[src/rtl/ssp_defines.svh]
// register indices, field positions, reset values and timing counts of the serial port configuration
// assumes inclusion by bare name from the port module
`ifndef SSP_DEFINES_SVH
`define SSP_DEFINES_SVH
`define IDX_SPI_MODE      3'h0
`define IDX_FLTR_SPEED    3'h1
`define IDX_HOLD_TIMING   3'h2
`define IDX_TARGET_ADDR   3'h3
`define IDX_GLOBAL        3'h4
`define RST_SPI_MODE      8'h21
`define RST_FLTR_SPEED    8'h01
`define RST_HOLD_TIMING   8'h44
`define RST_TARGET_ADDR   8'h09
`define RST_ADDR_LSB      2'h1
`define RST_GLOBAL        8'h01
`define MASK_SPI_MODE     8'h7b
`define MASK_FLTR_SPEED   8'h3f
`define MASK_HOLD_TIMING  8'hff
`define MASK_TARGET_ADDR  8'h7c
`define MASK_GLOBAL       8'h07
`define SPI_DSIZE_LSB     5
`define SPI_DEN_BIT       4
`define SPI_DEL_BIT       3
`define SPI_CLKSEL_BIT    1
`define SPI_3W_BIT        0
`define FLTR_SPEED_LSB    4
`define HOLD_HI_LSB       4
`define GLOB_ASIZE_BIT    2
`define HOLD_MULT_SHIFT   3
`define STRAP_CAPTURE_CYC 2'h2
`endif

[src/rtl/ssp_pkg.sv]
// types shared by the serial port configuration block and its bench
// assumes ssp_defines.svh sits beside it
package ssp_pkg;
  typedef enum logic [1:0] {
    PORT_OFF  = 2'h0,
    PORT_I2C  = 2'h1,
    PORT_SPI  = 2'h2,
    PORT_RSVD = 2'h3
  } port_mode_t;
  typedef enum logic [2:0] {ST_IDLE, ST_HEAD, ST_ADDR_HI, ST_ADDR_LO, ST_DUMMY, ST_WDATA, ST_RDATA, ST_IGNORE} txn_state_t;
  typedef struct packed {
    logic       en;
    logic [2:0] idx;
    logic [7:0] data;
  } cfg_wr_t;
  typedef struct packed {
    logic        valid;
    logic        write;
    logic [31:0] addr;
    logic [7:0]  wdata;
  } csr_req_t;
endpackage : ssp_pkg

[src/rtl/serial_slave_port_config.sv]
// slave serial port: configuration registers, i2c target and 3/4-wire spi slave front end
// assumes pins arrive asynchronous to core_clk_i; register file answers csr reads in the same cycle as the request
// Operation
// - dummy enabled: shift out one, two or three dummy bytes per size code.
// - dummy disabled: read data follows the address directly, else dummies first.
// - drive output on edge opposite sampling, or half an spi clock later.
// - sample spi input on rising edge when select is 0, falling when 1.
// - three-wire mode (default) sends and receives on the shared data pin.
// - i2c speed field only sets output drive strength.
// - spike filters on clock and data, length equal to filter field in cycles.
// - filter field zero turns filtering off.
// - wait eight times high-hold field cycles before driving a one.
// - wait eight times low-hold field cycles before driving a zero.
// - acknowledge i2c accesses only at the configured seven-bit target address.
// - two low address bits come from otp or straps, never from writes.
// - one register address byte when size bit is 0, two when 1.
// - full 32-bit address takes upper bits from the page register.
// - mode field: off, i2c (default), spi, reserved.
// - four-wire spi puts read data on serial out, else the selected status.
`include "ssp_defines.svh"
module serial_slave_port_config (
  // clock and reset
  input  wire logic              core_clk_i,
  input  wire logic              sys_rst_i,
  // configuration access
  input  wire ssp_pkg::cfg_wr_t  cfg_wr_i,
  input  wire logic [2:0]        cfg_rd_idx_i,
  output logic [7:0]             cfg_rdata_o,
  // address low bits
  input  wire logic [1:0]        otp_addr_lsb_i,
  input  wire logic              strap_override_i,
  input  wire logic [1:0]        strap_addr_lsb_i,
  // serial pins
  input  wire logic              scl_sclk_i,
  input  wire logic              cs_n_i,
  input  wire logic              shared_data_pin_i,
  output logic                   shared_data_pin_o,
  output logic                   shared_data_pin_oe_o,
  output logic                   serial_out_o,
  output logic                   serial_out_oe_o,
  output logic [1:0]             i2c_drive_o,
  // status for serial out
  input  wire logic [15:0]       status_i,
  input  wire logic [3:0]        status_sel_i,
  // internal register access
  input  wire logic [31:0]       page_i,
  output ssp_pkg::csr_req_t      csr_req_o,
  input  wire logic [7:0]        csr_rdata_i
);
  import ssp_pkg::*;

  function automatic logic [31:0] full_addr(input logic [31:0] page, input logic [15:0] ptr, input logic two);
    full_addr = two ? {page[31:16], ptr} : {page[31:8], ptr[7:0]};
  endfunction : full_addr

  ////////////////////////////////////////////////////////////////////////////////////////////////
  logic [7:0] spi_q, fltr_q, hold_q, addr_q, glob_q;
  logic [1:0] lsb_q, cap_cnt_q;
  logic [2:0] strap1_q, strap2_q;
  logic [6:0] target;
  logic       is_i2c, is_spi, addr2, dummy_en, del_out, clk_sel, three_wire;
  logic [1:0] dsize;
  logic [3:0] spike, hi_hold, lo_hold;

  always_ff @(posedge core_clk_i) begin
    if (sys_rst_i) begin
      spi_q  <= `RST_SPI_MODE;
      fltr_q <= `RST_FLTR_SPEED;
      hold_q <= `RST_HOLD_TIMING;
      addr_q <= `RST_TARGET_ADDR & `MASK_TARGET_ADDR;
      glob_q <= `RST_GLOBAL;
    end else if (cfg_wr_i.en) begin
      case (cfg_wr_i.idx)
        `IDX_SPI_MODE:    spi_q  <= cfg_wr_i.data & `MASK_SPI_MODE;
        `IDX_FLTR_SPEED:  fltr_q <= cfg_wr_i.data & `MASK_FLTR_SPEED;
        `IDX_HOLD_TIMING: hold_q <= cfg_wr_i.data & `MASK_HOLD_TIMING;
        `IDX_TARGET_ADDR: addr_q <= cfg_wr_i.data & `MASK_TARGET_ADDR;
        `IDX_GLOBAL:      glob_q <= cfg_wr_i.data & `MASK_GLOBAL;
        default:          ;
      endcase
    end
  end

  // strap pins synchronised, low address bits caught once after reset release
  always_ff @(posedge core_clk_i) begin
    if (sys_rst_i) begin
      strap1_q  <= 3'h0;
      strap2_q  <= 3'h0;
      cap_cnt_q <= 2'h0;
      lsb_q     <= `RST_ADDR_LSB;
    end else begin
      strap1_q <= {strap_override_i, strap_addr_lsb_i};
      strap2_q <= strap1_q;
      if (cap_cnt_q != 2'h3) cap_cnt_q <= cap_cnt_q + 2'h1;
      if (cap_cnt_q == `STRAP_CAPTURE_CYC) lsb_q <= strap2_q[2] ? strap2_q[1:0] : otp_addr_lsb_i;
    end
  end

  always_ff @(posedge core_clk_i) begin
    if (sys_rst_i) cfg_rdata_o <= 8'h00;
    else begin
      case (cfg_rd_idx_i)
        `IDX_SPI_MODE:    cfg_rdata_o <= spi_q;
        `IDX_FLTR_SPEED:  cfg_rdata_o <= fltr_q;
        `IDX_HOLD_TIMING: cfg_rdata_o <= hold_q;
        `IDX_TARGET_ADDR: cfg_rdata_o <= {1'b0, target};
        `IDX_GLOBAL:      cfg_rdata_o <= glob_q;
        default:          cfg_rdata_o <= 8'h00;
      endcase
    end
  end

  assign target     = {addr_q[6:2], lsb_q};
  assign is_i2c     = port_mode_t'(glob_q[1:0]) == PORT_I2C;
  assign is_spi     = port_mode_t'(glob_q[1:0]) == PORT_SPI;
  assign addr2      = glob_q[`GLOB_ASIZE_BIT];
  assign dsize      = spi_q[`SPI_DSIZE_LSB +: 2];
  assign dummy_en   = spi_q[`SPI_DEN_BIT];
  assign del_out    = spi_q[`SPI_DEL_BIT];
  assign clk_sel    = spi_q[`SPI_CLKSEL_BIT];
  assign three_wire = spi_q[`SPI_3W_BIT];
  assign spike      = fltr_q[3:0];
  assign hi_hold    = hold_q[`HOLD_HI_LSB +: 4];
  assign lo_hold    = hold_q[3:0];
  always_ff @(posedge core_clk_i) begin
    if (sys_rst_i) i2c_drive_o <= 2'h0;
    else i2c_drive_o <= fltr_q[`FLTR_SPEED_LSB +: 2];
  end

  ////////////////////////////////////////////////////////////////////////////////////////////////
  // pin synchronisers {clock, data, select} and i2c spike filters {scl, sda}
  logic [2:0] sync1_q, sync2_q;
  logic [1:0] filt_q, prev_q;
  logic [3:0] fcnt_q [2];
  logic       line_clk, line_dat, csn, rise, fall, i2c_start, i2c_stop;

  always_ff @(posedge core_clk_i) begin
    if (sys_rst_i) begin
      sync1_q <= 3'h7;
      sync2_q <= 3'h7;
    end else begin
      sync1_q <= {scl_sclk_i, shared_data_pin_i, cs_n_i};
      sync2_q <= sync1_q;
    end
  end

  always_ff @(posedge core_clk_i) begin
    if (sys_rst_i) begin
      filt_q <= 2'h3;
      fcnt_q <= '{4'h0, 4'h0};
    end else begin
      for (int k = 0; k < 2; k++) begin
        if (spike == 4'h0) begin
          filt_q[k] <= sync2_q[k+1];
          fcnt_q[k] <= 4'h0;
        end else if (sync2_q[k+1] != filt_q[k]) begin
          if (4'(fcnt_q[k] + 4'h1) >= spike) begin
            filt_q[k] <= sync2_q[k+1];
            fcnt_q[k] <= 4'h0;
          end else fcnt_q[k] <= fcnt_q[k] + 4'h1;
        end else fcnt_q[k] <= 4'h0;
      end
    end
  end

  assign line_clk  = is_i2c ? filt_q[1] : sync2_q[2];
  assign line_dat  = is_i2c ? filt_q[0] : sync2_q[1];
  assign csn       = sync2_q[0];
  always_ff @(posedge core_clk_i) begin
    if (sys_rst_i) prev_q <= 2'h3;
    else prev_q <= {line_clk, line_dat};
  end
  assign rise      = line_clk & ~prev_q[1];
  assign fall      = ~line_clk & prev_q[1];
  assign i2c_start = is_i2c & line_clk & prev_q[1] & prev_q[0] & ~line_dat;
  assign i2c_stop  = is_i2c & line_clk & prev_q[1] & ~prev_q[0] & line_dat;

  ////////////////////////////////////////////////////////////////////////////////////////////////
  // bit and byte framing
  logic       spi_act, sample, drive_edge, frame_reset, byte_done, ack_slot;
  logic [3:0] bit_q;
  logic [7:0] rx_q, nb;

  assign spi_act     = is_spi & ~csn;
  assign sample      = is_i2c ? rise : spi_act & (clk_sel ? fall : rise);
  assign drive_edge  = spi_act & (del_out ? sample : (clk_sel ? rise : fall));
  assign frame_reset = ~(is_spi | is_i2c) | (is_spi & csn) | i2c_start | i2c_stop;
  assign byte_done   = sample & (bit_q == 4'h7);
  assign ack_slot    = is_i2c & sample & (bit_q == 4'h8);
  assign nb          = {rx_q[6:0], line_dat};

  always_ff @(posedge core_clk_i) begin
    if (sys_rst_i || frame_reset) begin
      bit_q <= 4'h0;
      rx_q  <= 8'h00;
    end else if (sample) begin
      bit_q <= (bit_q == (is_i2c ? 4'h8 : 4'h7)) ? 4'h0 : bit_q + 4'h1;
      if (bit_q < 4'h8) rx_q <= nb;
    end
  end

  ////////////////////////////////////////////////////////////////////////////////////////////////
  // transaction sequencing
  txn_state_t  txn_q, txn_d;
  logic        rw_q, rw_d, ack_q, ack_d, issue_rd, issue_wr, zero_ld, load_q;
  logic [1:0]  dummy_q, dummy_d;
  logic [15:0] ptr_q, ptr_d, acc_ptr;
  csr_req_t    req_q;

  always_comb begin
    txn_d = txn_q;
    rw_d = rw_q;
    ack_d = ack_q;
    dummy_d = dummy_q;
    ptr_d = ptr_q;
    issue_rd = 1'b0;
    issue_wr = 1'b0;
    zero_ld = 1'b0;
    if (frame_reset) begin
      txn_d = (is_spi || i2c_start) ? ST_HEAD : ST_IDLE;
      ack_d = 1'b0;
    end else if (byte_done) begin
      ack_d = 1'b1;
      case (txn_q)
        ST_HEAD: begin
          if (is_i2c && nb[7:1] != target) begin
            txn_d = ST_IGNORE;
            ack_d = 1'b0;
          end else begin
            rw_d = is_i2c ? nb[0] : nb[7];
            if (is_i2c && nb[0]) begin
              txn_d = ST_RDATA;
              issue_rd = 1'b1;
            end else txn_d = addr2 ? ST_ADDR_HI : ST_ADDR_LO;
          end
        end
        ST_ADDR_HI: begin
          ptr_d[15:8] = nb;
          txn_d = ST_ADDR_LO;
        end
        ST_ADDR_LO: begin
          ptr_d = {addr2 ? ptr_q[15:8] : 8'h00, nb};
          if (is_spi && rw_q) begin
            if (dummy_en) begin
              txn_d = ST_DUMMY;
              dummy_d = (dsize == 2'h0) ? 2'h0 : 2'(dsize - 2'h1);
              zero_ld = 1'b1;
            end else begin
              txn_d = ST_RDATA;
              issue_rd = 1'b1;
            end
          end else txn_d = ST_WDATA;
        end
        ST_DUMMY: begin
          if (dummy_q == 2'h0) begin
            txn_d = ST_RDATA;
            issue_rd = 1'b1;
          end else begin
            dummy_d = 2'(dummy_q - 2'h1);
            zero_ld = 1'b1;
          end
        end
        ST_WDATA: issue_wr = 1'b1;
        ST_RDATA: begin
          issue_rd = is_spi;
          ack_d = 1'b0;
        end
        default: ack_d = 1'b0;
      endcase
    end else if (ack_slot && txn_q == ST_RDATA) begin
      if (!line_dat) issue_rd = 1'b1;
      else txn_d = ST_IGNORE;
    end
    acc_ptr = ptr_d;
    if (issue_rd || issue_wr) ptr_d = ptr_d + 16'h1;
  end

  always_ff @(posedge core_clk_i) begin
    if (sys_rst_i) begin
      txn_q <= ST_IDLE;
      rw_q <= 1'b0;
      ack_q <= 1'b0;
      dummy_q <= 2'h0;
      ptr_q <= 16'h0000;
    end else begin
      txn_q <= txn_d;
      rw_q <= rw_d;
      ack_q <= ack_d;
      dummy_q <= dummy_d;
      ptr_q <= ptr_d;
    end
  end

  always_ff @(posedge core_clk_i) begin
    if (sys_rst_i) begin
      req_q <= '0;
      load_q <= 1'b0;
    end else begin
      req_q.valid <= issue_rd | issue_wr;
      req_q.write <= issue_wr;
      req_q.addr <= full_addr(page_i, acc_ptr, addr2);
      req_q.wdata <= nb;
      load_q <= issue_rd;
    end
  end
  assign csr_req_o = req_q;

  ////////////////////////////////////////////////////////////////////////////////////////////////
  // transmit shifter and pin drive
  logic [7:0] tx_q;
  logic [6:0] hcnt_q, hlimit;
  logic       out_q, want_q, drv_q, sout_q, tx_phase;

  always_ff @(posedge core_clk_i) begin
    if (sys_rst_i || frame_reset) begin
      tx_q <= 8'h00;
      out_q <= 1'b0;
    end else if (load_q) begin
      tx_q <= csr_rdata_i;
    end else if (zero_ld) begin
      tx_q <= 8'h00;
      if (del_out) out_q <= 1'b0;
    end else if (drive_edge || (is_i2c && fall && bit_q < 4'h8 && txn_q == ST_RDATA)) begin
      out_q <= tx_q[7];
      tx_q <= {tx_q[6:0], 1'b0};
    end
  end

  // i2c data: wanted level set on scl fall, applied after the hold delay
  always_ff @(posedge core_clk_i) begin
    if (sys_rst_i || !is_i2c || i2c_start || i2c_stop) want_q <= 1'b1;
    else if (fall) want_q <= (bit_q == 4'h8) ? ~ack_q : (txn_q == ST_RDATA ? tx_q[7] : 1'b1);
  end

  assign hlimit = {want_q ? hi_hold : lo_hold, 3'b000};
  always_ff @(posedge core_clk_i) begin
    if (sys_rst_i) begin
      drv_q <= 1'b1;
      hcnt_q <= 7'h00;
    end else if (want_q == drv_q) hcnt_q <= 7'h00;
    else if (hcnt_q >= hlimit) begin
      drv_q <= want_q;
      hcnt_q <= 7'h00;
    end else hcnt_q <= hcnt_q + 7'h01;
  end

  assign tx_phase = txn_q == ST_DUMMY || txn_q == ST_RDATA;
  assign shared_data_pin_o = is_i2c ? 1'b0 : out_q;
  assign shared_data_pin_oe_o = (is_i2c & ~drv_q) | (spi_act & three_wire & tx_phase);
  always_ff @(posedge core_clk_i) begin
    if (sys_rst_i) sout_q <= 1'b0;
    else sout_q <= (is_spi && !three_wire) ? out_q : status_i[status_sel_i];
  end
  assign serial_out_o = sout_q;
  assign serial_out_oe_o = !(is_spi && !three_wire) || !csn;
endmodule : serial_slave_port_config

[config.mk]
export PLATFORM = sky130hd
export DESIGN_NAME = serial_slave_port_config
export DESIGN_NICKNAME = d
export VERILOG_FILES = /design/src/rtl/ssp_pkg.sv /design/src/rtl/serial_slave_port_config.sv
export VERILOG_INCLUDE_DIRS = /design/src /design/src/rtl
export SDC_FILE = /design/constraint.sdc
export NUM_CORES = 1
export LEC_CHECK = 0
export ABC_AREA = 1
export BUFFER_PORTS_ARGS = -buffer_cell sky130_fd_sc_hd__buf_2
export CAP_MARGIN = 10
export CORE_UTILIZATION = 60
export CTS_BUF_LIST = sky130_fd_sc_hd__clkbuf_8
export DETAILED_ROUTE_END_ITERATION = 6
export PLACE_DENSITY_LB_ADDON = 0.12
export SYNTH_ARGS = -nofsm -noshare
export SYNTH_HDL_FRONTEND = slang
export SYNTH_SLANG_ARGS = --single-unit
[constraint.sdc]
create_clock -name core_clk_i -period 5.3 [get_ports core_clk_i]
set_input_delay 1.06 -clock core_clk_i [delete_from_list [all_inputs] [get_ports core_clk_i]]
set_output_delay 1.06 -clock core_clk_i [all_outputs]
set_load 0.005 [all_outputs]
# Word level (Yosys, flattened, before mapping)

Index checks and enable logic that the tools add are counted.
Widths: inputs -> output; s select.

Equality and inequality tests: 31
Reductions and logical operators: 53
Multiply operators: 0
Order comparisons: 5
$add $sub $neg: 8
Divide/modulo/power cells: 0
Bitwise logic cells: 38
Mux-type cells: 75
Shift-type cells: 0

Operators by type and width:

| kind                  | number |
|---|---|
| $mux 16               | 4 |
| $mux 1                | 41 |
| $mux 8                | 5 |
| $pmux 8 s5            | 1 |
| $mux 3                | 7 |
| $and 1x1->1           | 18 |
| $eq 3x2->1 const B    | 6 |
| $reduce_and 2->1      | 9 |
| $add 16x1->16 const B | 1 |
| $pmux 8 s2            | 1 |
| $eq 3x3->1 const B    | 5 |
| $mux 2                | 7 |
| $not 1->1             | 14 |
| $add 4x1->4 const B   | 3 |
| $mux 4                | 3 |
| $pmux 3 s4            | 1 |
| $reduce_bool 2->1     | 6 |
| $reduce_or 4->1       | 3 |
| $ne 2x2->1 const B    | 5 |
| $eq 3x1->1 const B    | 3 |
| $logic_or 1x1->1      | 9 |
| $reduce_bool 3->1     | 3 |
| $ge 4x4->1            | 2 |
| $logic_and 1x1->1     | 8 |
| other kinds (30)      | 45 |

Bits in latches: 0
Logic and storage cells: 246
Register bits after elaboration: 162
Bits in writable memories: 0
Input port bits: 85
ROM bits: 0
Memories kept: 0
Output and inout port bits: 56

# Logic depth before layout (Yosys ltp)

Gate-level depths: netlist of the first run.

Depth after elaboration: 15
Gate-level depth with buffers: 21
Depth with buffers taken out: 20

# Worst setup path after synthesis of the first run

OpenSTA, ideal clock, no wires.

Path type: reg2reg
From: register glob_q[0]
To: register ptr_q[10]
Arrival: 2115 ps
Slack: 3072 ps
Required time: 5187 ps
Buffers on the path: 0
Stages on the path, launching flop included: 17
Cell sequence: dfxtp_1 > nand2_4 > nand2_2 > nand3_2 > nand2_2 > nand3_2 > a21boi_1 > nand3_1 > nand2_1 > ha_1 > nand3_1 > nor2_1 > nand2_2 > nor2_2 > nand3_1 > nor2_1 > nor2_1

Word-level cells in the longest chain between the ends: 15
Elaborated cells between the ends (all ways): 48

Ends and longest elaborated chain:

| what                                                                   | line                            | source |
|---|---|---|
| start: declaration                                                     | serial_slave_port_config.sv:57  | `logic [7:0] spi_q, fltr_q, hold_q, addr_q, glob_q;` |
| start signal: assignment                                               | serial_slave_port_config.sv:71  | `` glob_q <= `RST_GLOBAL; `` |
| start signal: assignment                                               | serial_slave_port_config.sv:78  | `` `IDX_GLOBAL: glob_q <= cfg_wr_i.data & `MASK_GLOBAL; `` |
| parallel branches: the longest is 14 deep, another holds $add 16x1->16 | --                              |  |
| $mux 16 (*)                                                            | serial_slave_port_config.sv:275 | `if (issue_rd \|\| issue_wr) ptr_d = ptr_d + 16'h1;` |
| end signal: assignment                                                 | serial_slave_port_config.sv:290 | `ptr_q <= ptr_d;` |
| end: declaration                                                       | serial_slave_port_config.sv:207 | `logic [15:0] ptr_q, ptr_d, acc_ptr;` |

Mark *: on every way between the ends.
A chain may end at the register's enable or synchronous reset.

# Final worst setup path of the first run

From: register bit_q[0]
To: register ptr_q[10]

Word-level cells in the longest chain between the ends: 8
Elaborated cells between the ends (all ways): 15

Ends and longest elaborated chain:

| what                                                                  | line                            | source |
|---|---|---|
| start: declaration                                                    | serial_slave_port_config.sv:181 | `logic [3:0] bit_q;` |
| start signal: assignment                                              | serial_slave_port_config.sv:197 | `bit_q <= (bit_q == (is_i2c ? 4'h8 : 4'h7)) ? 4'h0 : bit_q + 4'h1;` |
| parallel branches: the longest is 7 deep, another holds $add 16x1->16 | --                              |  |
| $mux 16 (*)                                                           | serial_slave_port_config.sv:275 |  |

Marks and branches as above.

==> results of run 1 <==
[placed cells by master (no fill, tap or decap), types with 9 or more instances in the layout]
| cell | Yosys | routed |
|---|---|---|
| inv_1 | 152 | 154 |
| nand3_1 | 70 | 70 |
| dfxtp_1 | 162 | 162 |
| clkbuf_8 | 0 | 17 |
| o211ai_1 | 13 | 13 |
| nor3_1 | 15 | 15 |
| buf_2 | 6 | 132 |
| nor2_2 | 11 | 11 |
| nand2_1 | 194 | 194 |
| or2_2 | 9 | 9 |
| a21oi_1 | 65 | 65 |
| ha_1 | 23 | 23 |
| inv_2 | 10 | 10 |
| o21ai_0 | 85 | 85 |
| nand2_2 | 13 | 13 |
| nor2_1 | 136 | 136 |
[through the flow]
step	hold slack (ns)	std cells
3_5_place_dp	0.3923	1341
4_1_cts	0.4100	1373
5_1_grt	0.4296	1373
6_report	0.4077	1373
2_1_floorplan	0.3883	1068
3_3_place_gp	0.3884	1341
[layer usage]
metal  track usage (%)  part of all wire (%)  wire length (um)  vias to the layer above
met5                 0                     0                 0                        -
met4             10.22                   1.4               257                        0
met3             8.751                   8.4              1562                       26
met2             46.71                    45              8282                      271
met1             37.78                    45              8425                     3257
li1                  -                     -                 -                     3708
[power breakdown]
part	switching [uW]	internal (uW)	total (uW)
clock network	478	470	948
logic	203	116	319
registers	35.5	1260	1300
total	717	1850	2570
[area by class of cell]
class | instances | area share [%]
repair buffers | 135 | 7.758
well taps | 168 | 2.387
clock buffers | 17 | 2.657
flip-flops and latches | 162 | 36.83
inverters | 164 | 6.991
clock inverters | 15 | 2.074
multi-input cells | 712 | 41.30
[sequential cells by signal (all words and copies together) (netlist names), 4 cells and up]
signal / count
fltr_q: 6
rx_q: 7
addr_q: 5
tx_q: 8
bit_q: 4
ptr_q: 16
cfg_rdata_o: 8
csr_req_o: 42
hold_q: 8
spi_q: 6
fcnt_q: 8
hcnt_q: 7
[cells by family (layout without fill, tap and decap cells)]
kind of cell,Yosys count,after routing,share of synthesized area [%]
buffers and inverters,194,331,9.838
XOR/XNOR,5,5,0.5740
multiplexers,1,1,0.1312
AND/OR/NAND/NOR,476,476,27.74
AO/OA/AOI/OAI,207,207,15.45
flip-flops,162,162,42.50
adder cells (fa/ha/maj),23,23,3.771
[path summary, 6_finish.rpt]
| check | endpoint | slack (ns) | cells past startpoint |
|---|---|---|---|
| worst max-delay path | ptr_q[10]$_SDFF_PP0_ | 1.72 | 13 |
| worst min-delay path | strap2_q[2]$_SDFF_PP0_ | 0.41 | 2 |
| worst max register to register | ptr_q[10]$_SDFF_PP0_ | 1.72 | 13 |
| worst min register to register | strap2_q[2]$_SDFF_PP0_ | 0.41 | 2 |
[critical path: stages, from the launching register on]
cell      delay (ns)
dfxtp_1         0.39
ha_1            0.22
and3_1          0.65
a21boi_1        0.89
nand3_1         0.20
nand2_1         0.22
ha_1            0.20
nand3_1         0.11
nor2_1          0.13
nand2_2         0.10
nor2_2          0.13
nand3_1         0.10
nor2_1          0.09
nor2_1          0.05
==> out/results.txt, run 1 <==
Final #Nets: 1300
Synth area leaders: dfxtp_1 42%, nand2_1 9.5%, inv_1 7.5%, nor2_1 6.7%, o21ai_0 5.6%
Critical Path AT: 3.96 ns
Post-DP HPWL: 13.28 mm
Setup ws final: 1.716 ns
Cell taking the most area after synthesis: dfxtp_1
Top-area cell type share of the netlist area: 42.50%
Drt via density: 5.289
H-tree depth: 4
Die area: 13170 um^2
CP Max Fanout: 13
Post-synthesis average cell area: 7.145 um^2
Area of the multi-input gates: 3637 um^2
Number of buffers created by CTS: 17
Worst r2r src: bit_q[0]$_SDFFE_PP0N_
Setup bufs post-CTS: 0
Wire length per cell: 13.49 um
Area added between synthesis and finish: 15.40%
Leakage: 0.004131 uW
Layout cells sized above 1: 18.67%
Core ar.: 12210 um^2
Final setup fails: 0
DR iter-0 viols: 725
CTS tree: yes
Req. time, crit path: 5.68 ns
Mapped cell area: 7631 um^2
RSZ-0062 raised after global routing: no
# IOs: 141
Gpl congestion: 0.9389
Outcome: completed
Count leader, synth: nand2_1
Die width: 114.8 um
Dpl ws: 1.836 ns
Clk slew on worst S/H paths: 0.09 ns
CTS Hold Bufs: 0
Pwr Total: 2568 uW
Row cnt: 40
Hold WC Path Type: flop to flop
ANT cells: 0
Post-CTS resize count: 0
Slew Limit Fails: 0
Synthesized Nets: 1176
Slew HR: 33.15%
Grt ovf: 0
FMAX: 279.0 MHz
Number of port buffers: 132
Initial antenna violation count: 0
Critical path class: flop to flop
CTS Buffer Depth: 2
Router iterations before antenna repair: 5
Drc violations: 0
Type of destination of the critical path: flop
Final core occ: 72.11%
Final Instance Area: 8806 um^2
Fill count: 1083
Seq. cell area: 3243 um^2
Initial core utilization: 62.49%
CP Launch Type: flop
Part of the cycle the worst path needs: 67.62%
Post-Route WL: 18.53 mm
Yosys reg bits: 162
Ys Warns: 0
EDFF count, synth: 0
Max-cap violations: 0
Die height: 114.8 um
Total track usage: 29.26%
Mapped Cells: 1068
CTS sink cnt: 162
Synth cell count leaders: 194 x nand2_1, 162 x dfxtp_1, 152 x inv_1
First-pass GRT wire length: 30.13 mm
Transition time of the tightest slew-check pin: 1.001 ns
Top FF cell, synth: dfxtp_1
Async set-reset flop share out of synthesis: 0%
Clk_lat worst skew: 0.47 ns
Placed inst area: 8389 um^2
Vias in the first global route: 6464
Root Buffer: clkbuf_8
P per Cell Area: 291.6 nW/um^2
Setup TNS: 0 ns
Hold Vio Cnt, Final: 0
Hold_sp: strap1_q[2]$_SDFF_PP0_
Pin count of the biggest net entering global routing: 69
Detail Route Antenna Nets: 0
Routed vias: 7262
Max IR drop VDD: 0.0002702 V
Yosys cell types: 47
Seq/Total Area, Yosys: 42.50%
Final Skew: 0.01190 ns
Min cycle time layout: 3.584 ns
Crit. Startpoint: bit_q[0]$_SDFFE_PP0N_
No activity file was read; power rests on OpenSTA's default activity.
==> inputs of run 2 (changes only) <==
--- a/config.mk
+++ b/config.mk
@@ -9,7 +9,7 @@
 export ABC_AREA = 1
 export BUFFER_PORTS_ARGS = -buffer_cell sky130_fd_sc_hd__buf_2
 export CAP_MARGIN = 10
-export CORE_UTILIZATION = 60
+export CORE_UTILIZATION = 58
 export CTS_BUF_LIST = sky130_fd_sc_hd__clkbuf_8
 export DETAILED_ROUTE_END_ITERATION = 6
 export PLACE_DENSITY_LB_ADDON = 0.12
==> constraint.sdc (replaced) <==
create_clock -name core_clk_i -period 3.6 [get_ports core_clk_i]
set_input_delay 0.72 -clock core_clk_i [delete_from_list [all_inputs] [get_ports core_clk_i]]
set_output_delay 0.72 -clock core_clk_i [all_outputs]
set_load 0.005 [all_outputs]
==> out/results.txt, run 2 (synthesis gave the netlist of run 1 again) <==
Outcome: completed (unchanged)
Grt ovf: 0 (unchanged)
Switching Share: 27.79% (was 27.92%)
Wire length per cell: 13.33 um (was 13.49 um)
CTS tree: yes (unchanged)
Total track usage: 28.35% (was 29.26%)
FMAX: 360.8 MHz (was 279.0 MHz)
Root Buffer: clkbuf_8 (unchanged)
Final core occ: 68.96% (was 72.11%)
R2R depth: 18 (was 13)
Max-cap violations: 0 (unchanged)
Transition time of the tightest slew-check pin: 0.8775 ns (was 1.001 ns)
Drc violations: 0 (unchanged)
Clk slew on worst S/H paths: 0.08 ns (was 0.09 ns)
Drt via density: 5.213 (was 5.289)
Number of port buffers: 132 (unchanged)
Commonest non-fill, non-tap cell in the layout: nand2_1 (unchanged)
Min cycle time layout: 2.772 ns (was 3.584 ns)
Final setup fails: 0 (unchanged)
# IOs: 141 (unchanged)
Die area: 13620 um^2 (was 13170 um^2)
CP Max Fanout: 21 (was 13)
Crit. Startpoint: glob_q[0]$_SDFFE_PP1P_ (was bit_q[0]$_SDFFE_PP0N_)
Layout cells sized above 1: 18.72% (was 18.67%)
Part of the cycle the worst path needs: 76.99% (was 67.62%)
Routed vias: 7189 (was 7262)
Core ar.: 12720 um^2 (was 12210 um^2)
Max incr delay on CP: 0.47 ns (was 0.89 ns)
Hold_sp: strap1_q[1]$_SDFF_PP0_ (was strap1_q[2]$_SDFF_PP0_)
Initial antenna violation count: 0 (unchanged)
Pin count of the biggest net entering global routing: 69 (unchanged)
P per Cell Area: 410.7 nW/um^2 (was 291.6 nW/um^2)
Post-CTS resize count: 0 (unchanged)
Placed insts: 1348 (was 1341)
Hold WC Path Type: flop to flop (unchanged)
CTS Buffer Depth: 2 (unchanged)
Combinational power share: 13.1% (was 12.4%)
Fill count: 1133 (was 1083)
Worst r2r src: glob_q[0]$_SDFFE_PP1P_ (was bit_q[0]$_SDFFE_PP0N_)
Slew HR: 41.28% (was 33.15%)
Setup bufs post-CTS: 0 (unchanged)
Row cnt: 41 (was 40)
Sw Pwr: 1001 uW (was 717.0 uW)
Clock power share: 33.8% (was 36.9%)
First-pass GRT wire length: 29.78 mm (was 30.13 mm)
Critical path class: flop to flop (unchanged)
Number of buffers created by CTS: 17 (unchanged)
RSZ-0062 raised after global routing: no (unchanged)
Hold Crit Depth: 2 (unchanged)
Most frequent cells in the layout: 194 x nand2_1, 162 x dfxtp_1, 155 x inv_1 (was 194 x nand2_1, 162 x dfxtp_1, 154 x inv_1)
Final #Nets: 1303 (was 1300)
Die width: 116.7 um (was 114.8 um)
Detail Route Antenna Nets: 0 (unchanged)
Post-Route WL: 18.38 mm (was 18.53 mm)
CP dominant cell by count: nand2_2
Initial core utilization: 59.98% (was 62.49%)
Non-Filler Instances: 1379 (was 1373)
Req. time, crit path: 3.96 ns (was 5.68 ns)
Clk_lat worst skew: 0.46 ns (was 0.47 ns)
CTS sink cnt: 162 (unchanged)
Setup TNS: 0 ns (unchanged)
Final Skew: 0.009727 ns (was 0.01190 ns)
CP Launch Type: flop (unchanged)
Max IR drop VDD: 0.0003025 V (was 0.0002702 V)
Critical Path AT: 3.13 ns (was 3.96 ns)
Flop pwr share: 53.1% (was 50.6%)
ANT cells: 0 (unchanged)
Gpl congestion: 0.9045 (was 0.9389)
DR iter-0 viols: 495 (was 725)
Hold Vio Cnt, Final: 0 (unchanged)
Post-DP HPWL: 13.39 mm (was 13.28 mm)
CP top delay family: simple AND/OR/NAND/NOR gates (unchanged)
Leakage: 0.004127 uW (was 0.004131 uW)
Slowest cell on the critical path: dfxtp_1 (was a21boi_1)
Slew Limit Fails: 0 (unchanged)
Type of destination of the critical path: flop (unchanged)
Vias in the first global route: 6299 (was 6464)
H-tree depth: 4 (unchanged)
Worst path bufs/invs: 1 (was 0)
Internal cell power: 2602 uW (was 1851 uW)
Area added between synthesis and finish: 14.97% (was 15.40%)
Die height: 116.7 um (was 114.8 um)
Worst path depth: 18 (was 13)
Critical path, cell by cell: nand2_4 -> nand2_2 -> nand3_2 -> nand2_2 -> nand3_2 -> nand2_4 -> nand2_4 -> nand2_1 -> nand2_2 -> inv_1 -> ha_1 -> nand3_1 -> nor2_1 -> nand2_2 -> nor2_2 -> nand3_1 -> nor2_1 -> nor2_1 (was ha_1 -> and3_1 -> a21boi_1 -> nand3_1 -> nand2_1 -> ha_1 -> nand3_1 -> nor2_1 -> nand2_2 -> nor2_2 -> nand3_1 -> nor2_1 -> nor2_1)
Router iterations before antenna repair: 6 (was 5)
Largest register FFs: 42 (unchanged)
CTS Hold Bufs: 0 (unchanged)
[run 2: worst min-delay path: stages (launching register included)]
cell     delay (ns)
dfxtp_1        0.30
inv_1          0.04
nor2_1         0.03
[run 2: power by group through the flow]
stage / Combinational, uW / Sequential [uW] / Clock [uW]
after detailed placement: 469 / 1950 / 0
after global placement: 462 / 1950 / 0
after floorplan: 314 / 1940 / 0
final: 473 / 1910 / 1220
after CTS: 471 / 1910 / 1240
after global routing: 537 / 1920 / 1320
[run 2: per-layer routing]
layer	share of wire (%)	routed length, um	global-route usage (%)	vias up
met4	1.4	262	9.283	0
met1	46	8474	38.30	3182
met5	0	0	0	-
met3	7.9	1455	7.265	26
li1	-	-	-	3719
met2	45	8188	44.22	262
[run 2: cell type report]
type	count	area [um^2]	area share, %
clock buffer	19	261.5	2.981
clock inverter	12	95.09	1.084
inverter	164	615.6	7.017
multi-input combinational	712	3637	41.46
sequential	162	3243	36.97
tap	172	215.2	2.453
timing repair buffer	138	705.7	8.043
[run 2: final timing paths]
kind	end	slack, ns
max	ptr_q[10]$_SDFF_PP0_	0.83
max reg2reg	ptr_q[10]$_SDFF_PP0_	0.83
min	strap2_q[1]$_SDFF_PP0_	0.40
min reg2reg	strap2_q[1]$_SDFF_PP0_	0.40
[run 2: stage by stage]
step                      total power, uW  setup slack [ns]  area [um^2]  hold WS [ns]
after floorplan                      2255             1.372         7631        0.3883
after global placement               2414            0.9008         8417        0.3906
after detailed placement             2423            0.8808         8417        0.3932
after CTS                            3621            0.8444         8773        0.4035
after global routing                 3784            0.5854         8773        0.4156
final                                3603            0.8285         8773        0.4024
==> inputs of run 3 (changes only) <==
--- a/config.mk
+++ b/config.mk
@@ -9,7 +9,7 @@
 export ABC_AREA = 1
 export BUFFER_PORTS_ARGS = -buffer_cell sky130_fd_sc_hd__buf_2
 export CAP_MARGIN = 10
-export CORE_UTILIZATION = 58
+export CORE_UTILIZATION = 52
 export CTS_BUF_LIST = sky130_fd_sc_hd__clkbuf_8
 export DETAILED_ROUTE_END_ITERATION = 6
 export PLACE_DENSITY_LB_ADDON = 0.12
==> constraint.sdc (replaced) <==
create_clock -name core_clk_i -period 2.3 [get_ports core_clk_i]
set_input_delay 0.46 -clock core_clk_i [delete_from_list [all_inputs] [get_ports core_clk_i]]
set_output_delay 0.46 -clock core_clk_i [all_outputs]
set_load 0.005 [all_outputs]
==> out/results.txt, run 3 (synthesis gave the netlist of run 1 again) <==
Outcome: completed (unchanged)
Leakage: 0.004388 uW (was 0.004127 uW)
Total track usage: 26.25% (was 28.35%)
Transition time of the tightest slew-check pin: 0.4983 ns (was 0.8775 ns)
Worst r2r src: glob_q[1]$_SDFFE_PP0P_ (was glob_q[0]$_SDFFE_PP1P_)
Reg2reg setup slack: 0.08 ns (was 0.83 ns)
Min cycle time layout: 2.222 ns (was 2.772 ns)
Most frequent cells in the layout: 188 x nand2_1, 155 x dfxtp_1, 151 x inv_1 (was 194 x nand2_1, 162 x dfxtp_1, 155 x inv_1)
Hold Vio Cnt, Final: 0 (unchanged)
WHS Endpoint: sync1_q[0]$_SDFF_PP1_ (was strap2_q[1]$_SDFF_PP0_)
FMAX: 450.1 MHz (was 360.8 MHz)
Max-cap violations: 0 (unchanged)
Area added between synthesis and finish: 22.23% (was 14.97%)
Max IR drop VDD: 0.0004031 V (was 0.0003025 V)
Final Instance Area: 9328 um^2 (was 8773 um^2)
Non-Filler Instances: 1434 (was 1379)
Initial core utilization: 54.14% (was 59.98%)
RSZ-0062 raised after global routing: yes (was no)
Hold_sp: cs_n_i (was strap1_q[1]$_SDFF_PP0_)
Die width: 123.1 um (was 116.7 um)
CP Max Fanout: 4 (was 21)
Part of the cycle the worst path needs: 96.59% (was 76.99%)
Core ar.: 14100 um^2 (was 12720 um^2)
Placed inst area: 8770 um^2 (was 8417 um^2)
Initial antenna violation count: 0 (unchanged)
Final #Nets: 1350 (was 1303)
Router iterations before antenna repair: 7 (was 6)
Clk slew on worst S/H paths: 0.09 ns (was 0.08 ns)
Vias in the first global route: 6506 (was 6299)
CTS Buffer Depth: 2 (unchanged)
CTS Hold Bufs: 0 (unchanged)
Row cnt: 43 (was 41)
ANT cells: 0 (unchanged)
Post-Route WL: 19.20 mm (was 18.38 mm)
Detail Route Antenna Nets: 0 (unchanged)
Slew HR: 66.78% (was 41.28%)
Largest register FFs: 42 (unchanged)
Die height: 123.1 um (was 116.7 um)
Type of destination of the critical path: flop (unchanged)
Final setup fails: 0 (unchanged)
Die area: 15160 um^2 (was 13620 um^2)
Pwr Total: 5907 uW (was 3603 uW)
RR Endpoint: ptr_q[14]$_SDFF_PP0_ (was ptr_q[10]$_SDFF_PP0_)
DR iter-0 viols: 488 (was 495)
Critical path, cell by cell: inv_4 -> nand2_4 -> nand2_2 -> nand3_2 -> nand2_2 -> nand3_4 -> a21boi_4 -> nand3_2 -> nand2_4 -> ha_4 -> nand3_4 -> nor2_4 -> nand2_4 -> nor2_4 -> nand2_2 -> nand2_1 -> nand2_1 -> nor2_1 (was nand2_4 -> nand2_2 -> nand3_2 -> nand2_2 -> nand3_2 -> nand2_4 -> nand2_4 -> nand2_1 -> nand2_2 -> inv_1 -> ha_1 -> nand3_1 -> nor2_1 -> nand2_2 -> nor2_2 -> nand3_1 -> nor2_1 -> nor2_1)
CP top delay family: simple AND/OR/NAND/NOR gates (unchanged)
Hold Crit Depth: 2 (unchanged)
Grt ovf: 0 (unchanged)
Slew Limit Fails: 0 (unchanged)
Commonest non-fill, non-tap cell in the layout: nand2_1 (unchanged)
Critical path class: flop to flop (unchanged)
Number of port buffers: 132 (unchanged)
Clk_lat worst skew: 0.46 ns (about the same)
CTS sink cnt: 162 (unchanged)
CP Launch Type: flop (unchanged)
Routed vias: 7369 (was 7189)
Req. time, crit path: 2.69 ns (was 3.96 ns)
Number of buffers created by CTS: 17 (unchanged)
Placed insts: 1400 (was 1348)
Worst path bufs/invs: 1 (unchanged)
H-tree depth: 4 (unchanged)
Layout cells sized above 1: 23.84% (was 18.72%)
Max incr delay on CP: 0.37 ns (was 0.47 ns)
Drt via density: 5.139 (was 5.213)
Drc violations: 0 (unchanged)
First-pass GRT wire length: 30.94 mm (was 29.78 mm)
P per Cell Area: 633.3 nW/um^2 (was 410.7 nW/um^2)
Crit. Startpoint: glob_q[1]$_SDFFE_PP0P_ (was glob_q[0]$_SDFFE_PP1P_)
# IOs: 141 (unchanged)
CTS tree: yes (unchanged)
Post-DP HPWL: 14.38 mm (was 13.39 mm)
Pin count of the biggest net entering global routing: 35 (was 69)
Root Buffer: clkbuf_8 (unchanged)
Worst hold slack: 0.1797 ns (was 0.4024 ns)
Wire length per cell: 13.39 um (was 13.33 um)
R2R depth: 18 (unchanged)
Critical Path AT: 2.61 ns (was 3.13 ns)
Slowest cell on the critical path: dfxtp_4 (was dfxtp_1)
Final Skew: 0.01538 ns (was 0.009727 ns)
Hold WC Path Type: input port to flop (was flop to flop)
Gpl congestion: 0.9368 (was 0.9045)
## run 3: worst register-to-register path, cell delays in order, from the launching register on
cell	delay (ns)
dfxtp_4	0.37
inv_4	0.08
nand2_4	0.07
nand2_2	0.06
nand3_2	0.07
nand2_2	0.09
nand3_4	0.12
a21boi_4	0.20
nand3_2	0.13
nand2_4	0.10
ha_4	0.15
nand3_4	0.08
nor2_4	0.13
nand2_4	0.08
nor2_4	0.16
nand2_2	0.06
nand2_1	0.05
nand2_1	0.04
nor2_1	0.10
## run 3: per-stage QoR
| step | setup TNS, ns | utilization (%) | setup WS (ns) |
|---|---|---|---|
| 6_report | 0 | 66.17 | 0.07847 |
| 5_1_grt | -0.2655 | 66.17 | -0.07816 |
| 4_1_cts | 0 | 65.15 | 0.01343 |
| 3_5_place_dp | -0.05033 | 62.21 | -0.04191 |
| 3_3_place_gp | 0 | 62.21 | 0.02755 |
| 2_1_floorplan | 0 | - | 0.07179 |
## run 3: area by class of cell
type | instances | area (um^2)
clock inverter | 12 | 135.1
multi-input combinational | 712 | 3756
sequential | 162 | 3257
clock buffer | 19 | 261.5
timing repair buffer | 185 | 1075
tap | 180 | 225.2
inverter | 164 | 618.1
fill | 1338 | 4768
## run 3: how the worst max path moves through the flow
stage | cells after the start | to | slack (ns)
6_report | 18 | ptr_q[14]$_SDFF_PP0_ | 0.08
5_1_grt | 18 | ptr_q[14]$_SDFF_PP0_ | -0.08
4_1_cts | 17 | ptr_q[10]$_SDFF_PP0_ | 0.01
3_5_place_dp | 16 | ptr_q[10]$_SDFF_PP0_ | -0.04
3_3_place_gp | 16 | ptr_q[10]$_SDFF_PP0_ | 0.03
2_1_floorplan | 16 | ptr_q[10]$_SDFF_PP0_ | 0.07
## run 3: metal layers
layer	GRT usage (%)	up-vias	wire (um)
met5	0	-	0
met4	7.756	0	218
met3	5.212	16	1205
met2	41.86	226	8626
met1	35.82	3317	9146
li1	-	3810	-
## run 3: repair_timing
item                       4_1_cts  5_1_grt
gates cloned                     0        0
pin swaps                        1       12
hold endpoints to repair         0        0
setup buffers                    1        2
gates resized for setup          3       36
setup endpoints to repair        4       25
## run 3: power by group
| group | switching (uW) | leakage [uW] | internal [uW] | total [uW] |
|---|---|---|---|---|
| clock | 1070 | 0.000196 | 1020 | 2090 |
| sequential | 75.7 | 0.00132 | 2920 | 2990 |
| combinational | 496 | 0.00287 | 335 | 831 |
| total | 1640 | 0.00439 | 4270 | 5910 |
